===== src/rtl/cmsb_pkg.sv =====
// Package for the call mode and stack bank select block.
// Assumes a 4-bit data memory bus and a 14-bit program counter in the core.
package cmsb_pkg;
    // ------------------------------------------------------------------
    // Register map
    // ------------------------------------------------------------------
    localparam logic [11:0] STACK_BANK_MODE_SELECT_ADDR = 12'hf84;
    localparam int          CALL_MODE_BIT_POS           = 3;
    localparam int          RESERVED_ZERO_BIT_POS       = 2;
    localparam int          STACK_BANK_SEL_HI_POS       = 1;
    localparam int          STACK_BANK_SEL_LO_POS       = 0;
    localparam logic [3:0]  SBMS_RESET_VALUE            = 4'h8;

    // ------------------------------------------------------------------
    // Stack and timing figures
    // ------------------------------------------------------------------
    localparam logic [1:0]  LEGACY_STACK_BYTES          = 2'h2;
    localparam logic [1:0]  EXTENDED_STACK_BYTES        = 2'h3;
    localparam logic [2:0]  LEGACY_ABS_CALL_CYCLES      = 3'h3;
    localparam logic [2:0]  EXTENDED_ABS_CALL_CYCLES    = 3'h4;
    localparam logic [2:0]  LEGACY_FIXED_CALL_CYCLES    = 3'h2;
    localparam logic [2:0]  EXTENDED_FIXED_CALL_CYCLES  = 3'h3;
    localparam int          PC_WIDTH                    = 14;

    // ------------------------------------------------------------------
    // Types
    // ------------------------------------------------------------------
    typedef enum logic {
        LEGACY_CALL_MODE,
        EXTENDED_CALL_MODE
    } cmsb_mode_t;

    typedef enum logic [1:0] {
        CALL_NONE,
        CALL_ABSOLUTE,
        CALL_FIXED_AREA,
        CALL_LONG_RANGE
    } cmsb_call_t;
endpackage


===== src/rtl/cmsb_call_timer.sv =====
// Counts the machine cycles of one call instruction.
// Assumes the core holds its sequencer while busy is high.
`timescale 1ns/1ps
`default_nettype none
module cmsb_call_timer (
    // Clock and reset
    input  wire logic       clk,
    input  wire logic       rst,
    // Call request
    input  wire logic       start,
    input  wire logic [2:0] length,
    // Status
    output logic            busy,
    output logic            done
);
    logic [2:0] remain_reg;
    logic [2:0] remain_next;
    logic       done_reg;
    logic       done_next;

    // Load the cycle count on start, then count down to the last cycle.
    always_comb begin
        remain_next = remain_reg;
        done_next   = 1'b0;
        if (remain_reg != 3'h0) begin
            remain_next = remain_reg - 3'h1;
            done_next   = (remain_reg == 3'h1);
        end else if (start) begin
            remain_next = length;
        end
    end

    // State registers.
    always_ff @(posedge clk) begin
        if (rst) begin
            remain_reg <= 3'h0;
            done_reg   <= 1'b0;
        end else begin
            remain_reg <= remain_next;
            done_reg   <= done_next;
        end
    end

    assign busy = (remain_reg != 3'h0);
    assign done = done_reg;
endmodule
`default_nettype wire


===== src/rtl/cmsb_mode_select.sv =====
// Call mode and stack bank select register with its effects on the core.
// Assumes a 4-bit data memory write/read port and one machine cycle per clk.
`timescale 1ns/1ps
`default_nettype none

// Functional notes
// - Mode bit 3 set picks legacy call mode; cleared picks extended mode.
// - Stack entries take two bytes in legacy mode, three in extended mode.
// - Absolute call 3 or 4 cycles; fixed-area call 2 or 3 cycles.
// - Long-range branch and call work only in extended mode.
// - Low two bits pick stack bank 0 to 2; value 3 is prohibited.
// - Reset sets the mode bit, so the core starts in legacy mode.
// - The register sits at data address F84, written four bits at once.
// - Program counter is a 14-bit binary counter over 16384 bytes.
module cmsb_mode_select (
    // Clock and reset
    input  wire logic        clk,
    input  wire logic        rst,
    // Data memory port
    input  wire logic [11:0] memAddr,
    input  wire logic        memWrite,
    input  wire logic        memRead,
    input  wire logic [3:0]  memWdata,
    output logic      [3:0]  memRdata,
    output logic             memHit,
    // Instruction decode
    input  wire logic        callStart,
    input  wire cmsb_pkg::cmsb_call_t callKind,
    input  wire logic        longBranchReq,
    // Program counter control
    input  wire logic        pcLoad,
    input  wire logic [13:0] pcLoadValue,
    input  wire logic        pcStep,
    output logic      [13:0] programCounter,
    // Mode and stack outputs
    output logic             extendedMode,
    output logic      [1:0]  stackBank,
    output logic      [1:0]  stackEntryBytes,
    output logic             longInstrAllowed,
    output logic             illegalLongInstr,
    output logic             bankSelectFault,
    output logic             configured,
    output logic             callBusy,
    output logic             callDone
);
    // ------------------------------------------------------------------
    // Register file
    // ------------------------------------------------------------------
    logic [3:0]  sbmsReg;
    logic [3:0]  sbmsNext;
    logic        configuredReg;
    logic        configuredNext;
    logic        regHit;
    logic [3:0]  effValue;

    // Address decode for the single mapped register.
    always_comb begin
        if (memAddr == cmsb_pkg::STACK_BANK_MODE_SELECT_ADDR) begin
            regHit = 1'b1;
        end else begin
            regHit = 1'b0;
        end
    end

    // Whole nibble written at once; bit 2 is kept as written and software must leave it zero.
    always_comb begin
        sbmsNext       = sbmsReg;
        configuredNext = configuredReg;
        if (memWrite && regHit) begin
            sbmsNext       = memWdata;
            configuredNext = 1'b1;
        end
    end

    // Reset value puts the core in legacy mode.
    always_ff @(posedge clk) begin
        if (rst) begin
            sbmsReg       <= cmsb_pkg::SBMS_RESET_VALUE;
            configuredReg <= 1'b0;
        end else begin
            sbmsReg       <= sbmsNext;
            configuredReg <= configuredNext;
        end
    end

    // Writes pass straight through, so a call in the same cycle already sees them.
    assign effValue = sbmsNext;

    // Read data is registered to keep the data path glitch free.
    logic [3:0] rdataReg;
    logic [3:0] rdataNext;
    always_comb begin
        rdataNext = 4'h0;
        if (memRead && regHit) begin
            rdataNext = sbmsReg;
        end
    end
    always_ff @(posedge clk) begin
        if (rst) begin
            rdataReg <= 4'h0;
        end else begin
            rdataReg <= rdataNext;
        end
    end
    assign memRdata = rdataReg;
    assign memHit   = regHit;

    // ------------------------------------------------------------------
    // Mode decode
    // ------------------------------------------------------------------
    // Mode bit set means legacy, cleared means extended.
    function automatic cmsb_pkg::cmsb_mode_t decodeMode(input logic [3:0] v);
        if (v[cmsb_pkg::CALL_MODE_BIT_POS]) begin
            decodeMode = cmsb_pkg::LEGACY_CALL_MODE;
        end else begin
            decodeMode = cmsb_pkg::EXTENDED_CALL_MODE;
        end
    endfunction

    cmsb_pkg::cmsb_mode_t mode;
    assign mode         = decodeMode(effValue);
    assign extendedMode = (mode == cmsb_pkg::EXTENDED_CALL_MODE);

    // Bank 3 does not exist; it is flagged, and the stack falls back to bank 0.
    always_comb begin
        bankSelectFault = (effValue[cmsb_pkg::STACK_BANK_SEL_HI_POS] &&
                           effValue[cmsb_pkg::STACK_BANK_SEL_LO_POS]);
        if (bankSelectFault) begin
            stackBank = 2'h0;
        end else begin
            stackBank = {effValue[cmsb_pkg::STACK_BANK_SEL_HI_POS],
                         effValue[cmsb_pkg::STACK_BANK_SEL_LO_POS]};
        end
    end

    // Stack entry width follows the mode.
    assign stackEntryBytes = extendedMode ? cmsb_pkg::EXTENDED_STACK_BYTES
                                          : cmsb_pkg::LEGACY_STACK_BYTES;

    // Long-range instructions are only legal once extended mode is chosen.
    assign longInstrAllowed = extendedMode;
    always_comb begin
        illegalLongInstr = 1'b0;
        if (!extendedMode &&
            (longBranchReq || (callStart && callKind == cmsb_pkg::CALL_LONG_RANGE))) begin
            illegalLongInstr = 1'b1;
        end
    end

    // Hardware cannot force software ordering; it only reports whether the register was written.
    assign configured = configuredReg;

    // ------------------------------------------------------------------
    // Call timing
    // ------------------------------------------------------------------
    logic [2:0] callLength;
    logic       timerStart;

    // Cycle count for each kind of call; extended mode adds one cycle.
    always_comb begin
        case (callKind)
            cmsb_pkg::CALL_ABSOLUTE: begin
                callLength = extendedMode ? cmsb_pkg::EXTENDED_ABS_CALL_CYCLES
                                          : cmsb_pkg::LEGACY_ABS_CALL_CYCLES;
            end
            cmsb_pkg::CALL_FIXED_AREA: begin
                callLength = extendedMode ? cmsb_pkg::EXTENDED_FIXED_CALL_CYCLES
                                          : cmsb_pkg::LEGACY_FIXED_CALL_CYCLES;
            end
            cmsb_pkg::CALL_LONG_RANGE: begin
                callLength = cmsb_pkg::EXTENDED_ABS_CALL_CYCLES;
            end
            default: begin
                callLength = 3'h0;
            end
        endcase
    end

    // Refused long calls and empty kinds never start the timer.
    assign timerStart = callStart && (callLength != 3'h0) && !illegalLongInstr;

    cmsb_call_timer u_timer (
        .clk    (clk),
        .rst    (rst),
        .start  (timerStart),
        .length (callLength),
        .busy   (callBusy),
        .done   (callDone)
    );

    // ------------------------------------------------------------------
    // Program counter
    // ------------------------------------------------------------------
    logic [13:0] pcReg;
    logic [13:0] pcNext;

    // Load has priority over step; the counter wraps at the top of memory.
    always_comb begin
        pcNext = pcReg;
        if (pcLoad) begin
            pcNext = pcLoadValue;
        end else if (pcStep) begin
            pcNext = pcReg + 14'h1;
        end
    end

    always_ff @(posedge clk) begin
        if (rst) begin
            pcReg <= 14'h0;
        end else begin
            pcReg <= pcNext;
        end
    end

    assign programCounter = pcReg;
endmodule
`default_nettype wire


===== config.mk =====
export PLATFORM = sky130hd
export DESIGN_NAME = cmsb_mode_select
export DESIGN_NICKNAME = d
export VERILOG_FILES = /design/src/rtl/cmsb_pkg.sv /design/src/rtl/cmsb_call_timer.sv /design/src/rtl/cmsb_mode_select.sv
export SDC_FILE = /design/constraint.sdc
export NUM_CORES = 1
export LEC_CHECK = 0
export BUFFER_PORTS_ARGS = -buffer_cell sky130_fd_sc_hd__buf_2
export CORE_MARGIN = 8
export CORE_UTILIZATION = 28
export DETAILED_ROUTE_END_ITERATION = 7
export SLEW_MARGIN = 0
export SYNTH_ARGS = -nofsm -noshare
export SYNTH_HDL_FRONTEND = slang
export SYNTH_SLANG_ARGS = --single-unit

===== constraint.sdc =====
create_clock -name clk -period 2.3 [get_ports clk]
set_input_delay 0.115 -clock clk [delete_from_list [all_inputs] [get_ports clk]]
set_output_delay 0.115 -clock clk [all_outputs]
set_load 0.02 [all_outputs]

==> results of run 1 <==
worst max-delay path: stages:
cell and delay, ns:
buf_2 0.10, or4b_4 0.55, or4_4 0.60, mux2i_4 0.33, nor2_1 0.08, buf_2 0.16
layer usage:
metal	track usage (%)	vias up	routed length (um)
li1	-	755	-
met1	10.9	649	1710
met2	17.7	44	1930
met3	3.95	2	370
met4	1.84	0	15
met5	0	-	0
power groups by stage:
| stage | clock [mW] | sequential (mW) | combinational, mW |
|---|---|---|---|
| final | 0.276 | 0.548 | 0.368 |
| after global routing | 0.312 | 0.554 | 0.415 |
| after CTS | 0.289 | 0.548 | 0.376 |
| after detailed placement | 0 | 0.559 | 0.374 |
| after global placement | 0 | 0.557 | 0.371 |
| after floorplan | 0 | 0.574 | 0.238 |
layout by cell type, fill, tap and decap left out, types with 4 or more instances in the layout:
cell type | Yosys | layout
ha_1 | 4 | 4
xor2_1 | 4 | 4
buf_2 | 0 | 68
nand3_1 | 5 | 5
mux2i_1 | 5 | 5
o21ai_0 | 4 | 4
and2_1 | 4 | 4
nand3b_1 | 4 | 4
xnor2_1 | 7 | 7
dfxtp_1 | 27 | 27
nor2_1 | 19 | 19
a21oi_1 | 14 | 14
inv_1 | 5 | 5
nand2_1 | 28 | 28
worst paths after layout:
kind	from	to	slack, ns	cells past startpoint
max	memAddr[3]	illegalLongInstr	0.25	6
min	pcLoadValue[9]	programCounter[9]$_SDFFE_PP0P_	0.06	2
max reg2reg	programCounter[4]$_SDFFE_PP0P_	programCounter[12]$_SDFFE_PP0P_	0.62	4
min reg2reg	configured$_SDFFE_PP0N_	configured$_SDFFE_PP0N_	0.47	1
cell families after synthesis:
logic type | synth area share, %
other | 0.252
XOR/XNOR | 6.48
adder cells (fa/ha/maj) | 3.36
AO/OA/AOI/OAI | 14.2
multiplexers | 4.88
flip-flops | 36.3
AND/OR/NAND/NOR | 29.2
buffers and inverters | 5.30
area by class of cell:
| class | count | area, um2 | share of cell area, % |
|---|---|---|---|
| inverter | 6 | 22.5 | 1.17 |
| clock inverter | 1 | 5.00 | 0.261 |
| tap | 70 | 87.6 | 4.56 |
| sequential | 27 | 541 | 28.1 |
| multi-input combinational | 137 | 868 | 45.2 |
| timing repair buffer | 70 | 355 | 18.5 |
| clock buffer | 3 | 41.3 | 2.15 |
metrics by stage:
step | setup WS (ns) | cells
after detailed placement | 0.0857 | 310
after global routing | 0.195 | 314
after CTS | 0.241 | 314
after global placement | 0.127 | 310
final | 0.248 | 314
after floorplan | 0.128 | 180
==> impl_metrics.env, run 1 <==
export IMPL_status="complete, no violations"
export IMPL_grtUsageTotal_pct=9.94
export IMPL_slew_violations=0
export IMPL_routabilityCongestion=0.784
export IMPL_antenna_cells=0
export IMPL_path_class="primary input to output port"
export IMPL_fin_area_mm2=0.00192
export IMPL_seq_power_share_pct=46.0
export IMPL_core_mm2=0.00511
export IMPL_fill_cells=552
export IMPL_yosysTopAreaCell="dfxtp_1"
export IMPL_synth_top_area_share_pct=36.3
export IMPL_finClkSkew_ns=0.00497
export IMPL_power_density_cell_area_mw_per_mm2=621
export IMPL_grt_first_pass_wirelength_um=6260
export IMPL_wire_per_inst_um=12.9
export IMPL_ys_seq_area_share_pct=36.3
export IMPL_syn_area_mm2=0.00149
export IMPL_grt_pass1_vias=1400
export IMPL_worstPathArrival_ns=1.94
export IMPL_fin_crit_sh_pct=89.2
export IMPL_dpl_instance_area_mm2=0.00187
export IMPL_cts_made_buffers=3
export IMPL_hpwlAfterDp_um=3210
export IMPL_hold_class="primary input to flip-flop"
export IMPL_grt_setup_unrepaired="no"
export IMPL_grt_ovfl_total=0
export IMPL_ctsHtreeMaxLevel=1
export IMPL_clk_latency_ns=0.27
export IMPL_synth_area_leaders="dfxtp_1 36%, nand2_1 7.1%, nor2_1 4.8%"
export IMPL_combinationalPowerShare_pct=30.9
export IMPL_clock_path_buffers=2
export IMPL_routed_wirelength_um=4040
export IMPL_cap_viol_max_count=0
export IMPL_row_count=26
export IMPL_async_flop_share_pct=0
export IMPL_hold_viol=0
export IMPL_largest_reg_flops=14
export IMPL_switchingPower_mw=0.406
export IMPL_clk_pin_slew_ns=0.10
export IMPL_fin_util_pct=37.6
export IMPL_vias=1450
export IMPL_drive_above_1_share_pct=32.4
export IMPL_tns_ns=0
export IMPL_synth_warning_count=0
export IMPL_cts_sinks=27
export IMPL_worst_path_max_fanout=10
export IMPL_vias_per_cell=4.62
export IMPL_num_io_pins=70
export IMPL_leakagePower_nw=0.880
export IMPL_critPathLaunchType="primary input"
export IMPL_cts_tree="built"
export IMPL_die_area_mm2=0.00790
export IMPL_finalNetCount=289
export IMPL_p_int_mw=0.787
export IMPL_syn_area_per_cell_um2=8.26
export IMPL_vdd_drop_max_mv=0.288
export IMPL_synth_edff_count=0
export IMPL_fmax_mhz=487
export IMPL_synthDistinctLibCells=42
export IMPL_min_period_ns=2.05
export IMPL_synth_seq_cells=27
export IMPL_dr_first_iter_drc_count=61
export IMPL_fin_total_pwr_mw=1.19
export IMPL_remaining_drc_errors=0
export IMPL_antenna_found_initial=0
export IMPL_cp_data_required_time_ns=2.18
export IMPL_cts_setup_buffers=0
export IMPL_synthMostInstantiatedCell="nand2_1"
export IMPL_swShare_pct=34.0
export IMPL_start_util_pct=29.1
export IMPL_syn_to_final_growth_pct=29.1
export IMPL_die_w_um=88.9
export IMPL_dr_pass1_iters=4
export IMPL_hold_ws_ns=0.0609
export IMPL_port_buffers=68
export IMPL_cts_root_buf="clkbuf_8"
export IMPL_die_h_um=88.9
export IMPL_antenna_left=0
export IMPL_grt_max_degree=18
export IMPL_power_frac_clock_pct=23.1
export IMPL_ys_flop_type="dfxtp_1"
export IMPL_synth_common_cells="28 x nand2_1, 27 x dfxtp_1, 19 x nor2_1"
export IMPL_synthCells=180
export IMPL_post_cts_resized=0
export IMPL_end_kind="output port"
export IMPL_setup_viol=0
export IMPL_hold_buffers=0
export IMPL_syn_nets=224
Note: power is estimated with default switching activity, not from simulation.
==> run 2, diff against run 1 <==
CORE_MARGIN = not set   (was 8)
==> run 2 against run 1 <==
Net effect: via count increased by 1.9%; power decreased by 0.13%; clock-buffer cell count increased by 1; critical path type unchanged; first-iteration DRC count decreased by 25%; sequential power about the same; critical endpoint unchanged; clock skew down 0.0026 ns; sequential share of layout area rose by 0.13 points; largest power group unchanged; register-to-register slack improved by 0.02 ns; worst hold slack better by 0.0082 ns; cell count down 0.32%.
==> impl_metrics.env, run 2 (same netlist as run 1, synthesis figures left out) <==
export IMPL_grt_busiest_layer="met2"
export IMPL_vias_per_cell=4.72
export IMPL_status="complete, no violations"
export IMPL_r2r_end="programCounter[12]$_SDFFE_PP0P_"
export IMPL_hold_viol=0
export IMPL_grt_max_degree=19
export IMPL_slew_violations=0
export IMPL_grt_ovfl_total=0
export IMPL_start_util_pct=29.1
export IMPL_die_w_um=74.9
export IMPL_remaining_drc_errors=0
export IMPL_layout_cells_most_common="buf_2"
export IMPL_cts_root_buf="clkbuf_8"
export IMPL_finalNetCount=288
export IMPL_path_class="primary input to output port"
export IMPL_wire_per_inst_um=11.2
export IMPL_cts_setup_buffers=0
export IMPL_die_h_um=74.9
export IMPL_core_mm2=0.00511
export IMPL_worst_path_max_fanout=10
export IMPL_fin_util_pct=37.4
export IMPL_post_place_ws_ns=0.0909
export IMPL_routed_wirelength_um=3500
export IMPL_seq_power_share_pct=46.0
export IMPL_drive_above_1_share_pct=31.7
export IMPL_use_met3_pct=3.75
export IMPL_hold_class="primary input to flip-flop"
export IMPL_hold_ws_ns=0.0691
export IMPL_ctsHtreeMaxLevel=1
export IMPL_grt_setup_unrepaired="no"
export IMPL_r2r_slack_ns=0.64
export IMPL_dr_pass1_iters=4
export IMPL_cap_viol_max_count=0
export IMPL_cp_data_required_time_ns=2.18
export IMPL_grt_pass1_vias=1379
export IMPL_clk_pin_slew_ns=0.09
export IMPL_leakagePower_nw=0.873
export IMPL_setup_viol=0
export IMPL_dr_first_iter_drc_count=46
export IMPL_power_density_cell_area_mw_per_mm2=623
export IMPL_hold_buffers=0
export IMPL_final_cell_mix="68 x buf_2, 28 x nand2_1, 27 x dfxtp_1"
export IMPL_min_to="programCounter[9]$_SDFFE_PP0P_"
export IMPL_syn_to_final_growth_pct=28.5
export IMPL_min_period_ns=2.04
export IMPL_power_frac_clock_pct=22.8
export IMPL_holdPathStages=2
export IMPL_fmax_mhz=490
export IMPL_finClkSkew_ns=0.00240
export IMPL_row_count=26
export IMPL_die_area_mm2=0.00561
export IMPL_switchingPower_mw=0.403
export IMPL_antenna_found_initial=0
export IMPL_cts_made_buffers=3
export IMPL_dpl_instance_area_mm2=0.00187
export IMPL_tns_ns=0
export IMPL_worstPathArrival_ns=1.93
export IMPL_post_cts_resized=0
export IMPL_fin_area_mm2=0.00191
export IMPL_met1_usage_pct=15.3
export IMPL_combinationalPowerShare_pct=31.2
export IMPL_r2r_start="programCounter[4]$_SDFFE_PP0P_"
export IMPL_cts_tree="built"
export IMPL_reg2reg_depth=4
export IMPL_hpwlAfterDp_um=2750
export IMPL_clk_latency_ns=0.27
export IMPL_grt_first_pass_wirelength_um=5860
export IMPL_p_int_mw=0.788
export IMPL_grtUsageTotal_pct=13.4
export IMPL_port_buffers=68
export IMPL_routabilityCongestion=0.820
export IMPL_clock_path_buffers=2
export IMPL_vdd_drop_max_mv=0.293
export IMPL_timing_final_ws_setup_ns=0.257
export IMPL_critPathLaunchType="primary input"
export IMPL_startpoint="memAddr[3]"
export IMPL_largest_reg_flops=14
export IMPL_num_io_pins=70
export IMPL_fin_crit_sh_pct=88.8
export IMPL_holdCritStartpoint="pcLoadValue[9]"
export IMPL_cts_sinks=27
export IMPL_met2_usage_pct=25.1
export IMPL_antenna_left=0
export IMPL_end_kind="output port"
export IMPL_antenna_cells=0
export IMPL_vias=1477
export IMPL_swShare_pct=33.8
-- run 2: cell types whose count changed in the layout (fill, tap and decap cells not counted) --
cell	change
clkinv_2	-1
clkbuf_1	+1
buf_4	-1
-- run 2: layer usage --
layer  wire [um]  share of wire (%)  vias up
met4          21               0.60        0
met2        1690                 48       44
met1        1570                 45      675
li1            -                  -      756
met5           0                  0        -
met3         222                6.3        2
-- run 2: worst max-delay path by stage --
stage / to / slack, ns / cells past startpoint
global route: illegalLongInstr / 0.17 / 6
CTS: illegalLongInstr / 0.25 / 6
global placement: u_timer.remain_reg[1]$_SDFFE_PP0P_ / 0.12 / 6
finish: illegalLongInstr / 0.26 / 6
detailed placement: u_timer.remain_reg[1]$_SDFFE_PP0P_ / 0.09 / 6
floorplan: u_timer.remain_reg[1]$_SDFFE_PP0P_ / 0.13 / 6
-- run 2: power groups by stage --
stage               registers [mW]  clock network [mW]  logic [mW]
global route                 0.554               0.297       0.423
CTS                          0.548               0.282       0.377
global placement             0.558                   0       0.367
detailed placement           0.559                   0       0.375
floorplan                    0.574                   0       0.238
finish                       0.548               0.272       0.372
-- run 2: layout make-up --
type	count	area [um2]
repair buffers	69	348
fillers	544	3200
multi-input cells	137	868
well taps	70	87.6
inverters	6	22.5
clock buffers	4	45.0
flip-flops and latches	27	541
-- run 2: stage by stage --
step                      std cells  power, mW
after floorplan                 180      0.812
after global placement          309      0.924
after detailed placement        309      0.934
after CTS                       313       1.21
after global routing            313       1.27
final                           313       1.19
-- run 2: worst max-delay path, cell delays in order --
cell and delay [ns]:
buf_2 0.10, or4b_4 0.54, or4_4 0.59, mux2i_4 0.33
nor2_1 0.08, buf_2 0.16
==> run 3, diff against run 2 <==
CORE_UTILIZATION = 46   (was 28)
PLACE_DENSITY = 0.79   (was not set)
==> run 3 against run 2 <==
Net effect: cell count fell by 7.7%; routed wire length down 6.4%; power decreased by 5.5%; worst hold slack lost 0.055 ns; critical path type unchanged; die area is 38% lower; core utilization up 24 points.
==> impl_metrics.env, run 3 (same netlist as run 1, synthesis figures left out) <==
export IMPL_status="complete, no violations"
export IMPL_die_area_mm2=0.00347
export IMPL_leakagePower_nw=0.876
export IMPL_fin_crit_sh_pct=88.6
export IMPL_cts_root_buf="clkbuf_4"
export IMPL_critPathLaunchType="primary input"
export IMPL_grt_busiest_layer="met2"
export IMPL_die_w_um=58.9
export IMPL_crit_path_max_incr_delay_ns=0.59
export IMPL_switchingPower_mw=0.393
export IMPL_cts_sinks=27
export IMPL_crit_top_cell="buf_2"
export IMPL_end_kind="output port"
export IMPL_instances_no_fill=289
export IMPL_worstPathCellList="buf_2, or4b_4, or4_4, mux2i_4, nor2_1, buf_2"
export IMPL_path_class="primary input to output port"
export IMPL_cts_setup_buffers=0
export IMPL_swShare_pct=34.9
export IMPL_grtUsageTotal_pct=20.5
export IMPL_setup_viol=0
export IMPL_dp_cells=283
export IMPL_antenna_cells=0
export IMPL_grt_pass1_vias=1334
export IMPL_power_frac_clock_pct=18.3
export IMPL_layout_cells_most_common="buf_2"
export IMPL_routabilityCongestion=0.865
export IMPL_seqCellArea_um2=541
export IMPL_multiInputGateArea_um2=868
export IMPL_power_density_cell_area_mw_per_mm2=598
export IMPL_port_buffers=68
export IMPL_slew_violations=0
export IMPL_p_int_mw=0.732
export IMPL_start_util_pct=48.7
export IMPL_vias=1480
export IMPL_num_io_pins=70
export IMPL_worstPathArrival_ns=1.92
export IMPL_finalNetCount=290
export IMPL_fmax_mhz=491
export IMPL_row_count=20
export IMPL_grt_first_pass_wirelength_um=5620
export IMPL_hold_viol=0
export IMPL_cap_viol_max_count=0
export IMPL_cts_made_buffers=3
export IMPL_clk_latency_ns=0.32
export IMPL_largest_reg_flops=14
export IMPL_core_mm2=0.00305
export IMPL_finClkSkew_ns=0.00994
export IMPL_die_h_um=58.9
export IMPL_min_period_ns=2.04
export IMPL_post_cts_resized=0
export IMPL_dr_pass1_iters=4
export IMPL_seq_power_share_pct=48.6
export IMPL_hold_buffers=1
export IMPL_fill_cells=303
export IMPL_hold_ws_ns=0.0144
export IMPL_antenna_left=0
export IMPL_hpwlAfterDp_um=2540
export IMPL_grt_max_degree=19
export IMPL_timing_final_ws_setup_ns=0.263
export IMPL_tns_ns=0
export IMPL_cts_tree="built"
export IMPL_wire_per_inst_um=11.3
export IMPL_met2_usage_pct=35.9
export IMPL_cp_slowest_cell="or4_4"
export IMPL_post_place_ws_ns=0.0911
export IMPL_clk_pin_slew_ns=0.14
export IMPL_antenna_found_initial=0
export IMPL_drive_above_1_share_pct=31.8
export IMPL_clock_path_buffers=2
export IMPL_cp_data_required_time_ns=2.18
export IMPL_remaining_drc_errors=0
export IMPL_ctsHtreeMaxLevel=1
export IMPL_syn_to_final_growth_pct=26.5
export IMPL_vias_per_cell=5.12
export IMPL_vdd_drop_max_mv=0.363
export IMPL_worstPathBufferInverterCount=2
export IMPL_grt_setup_unrepaired="no"
export IMPL_use_met3_pct=6.59
export IMPL_met1_usage_pct=24.9
export IMPL_dr_first_iter_drc_count=49
export IMPL_final_cell_mix="68 x buf_2, 28 x nand2_1, 27 x dfxtp_1"
export IMPL_worst_path_max_fanout=10
export IMPL_hold_class="primary input to flip-flop"
export IMPL_grt_ovfl_total=0
export IMPL_routed_wirelength_um=3280
export IMPL_combinationalPowerShare_pct=33.1
export IMPL_critPathTopFamily="simple AND/OR/NAND/NOR gates"
## run 3: metrics by stage
step | area (um2) | util (%) | power, mW
global route | 1880 | 61.6 | 1.22
floorplan | 1490 | - | 0.812
global placement | 1830 | 60.1 | 0.917
CTS | 1870 | 61.3 | 1.14
detailed placement | 1830 | 60.1 | 0.929
finish | 1880 | 61.6 | 1.13
## run 3: metal layers
layer  up-vias  wire length [um]
met5         -                 0
met3         2               230
met4         0                12
li1        758                 -
met1       674              1460
met2        46              1570
## run 3: layout make-up
| class | instances | share of cell area (%) |
|---|---|---|
| clock inverter | 1 | 0.266 |
| sequential | 27 | 28.7 |
| timing repair buffer | 71 | 19.5 |
| tap | 44 | 2.93 |
| inverter | 6 | 1.20 |
| multi-input combinational | 137 | 46.1 |
| clock buffer | 3 | 1.20 |
## run 3: power groups by stage
stage / clock (mW) / sequential, mW / combinational (mW)
final: 0.206 / 0.547 / 0.373
after floorplan: 0 / 0.574 / 0.238
after global placement: 0 / 0.557 / 0.360
after global routing: 0.239 / 0.556 / 0.428
after CTS: 0.218 / 0.547 / 0.374
after detailed placement: 0 / 0.557 / 0.371
## run 3: worst reg2reg max path: stages, from the launching register on
cell and delay (ns):
dfxtp_1 0.45, and4_1 0.29, nand4_1 0.20, or3_1 0.39, a311oi_1 0.26
## run 3: final timing paths
path / slack, ns / end / from / cells past startpoint
max: 0.26 / illegalLongInstr / memAddr[3] / 6
min: 0.01 / programCounter[2]$_SDFFE_PP0P_ / pcLoadValue[2] / 3
max reg2reg: 0.63 / programCounter[12]$_SDFFE_PP0P_ / programCounter[4]$_SDFFE_PP0P_ / 4
min reg2reg: 0.47 / sbmsReg[2]$_SDFFE_PP0N_ / sbmsReg[2]$_SDFFE_PP0N_ / 2
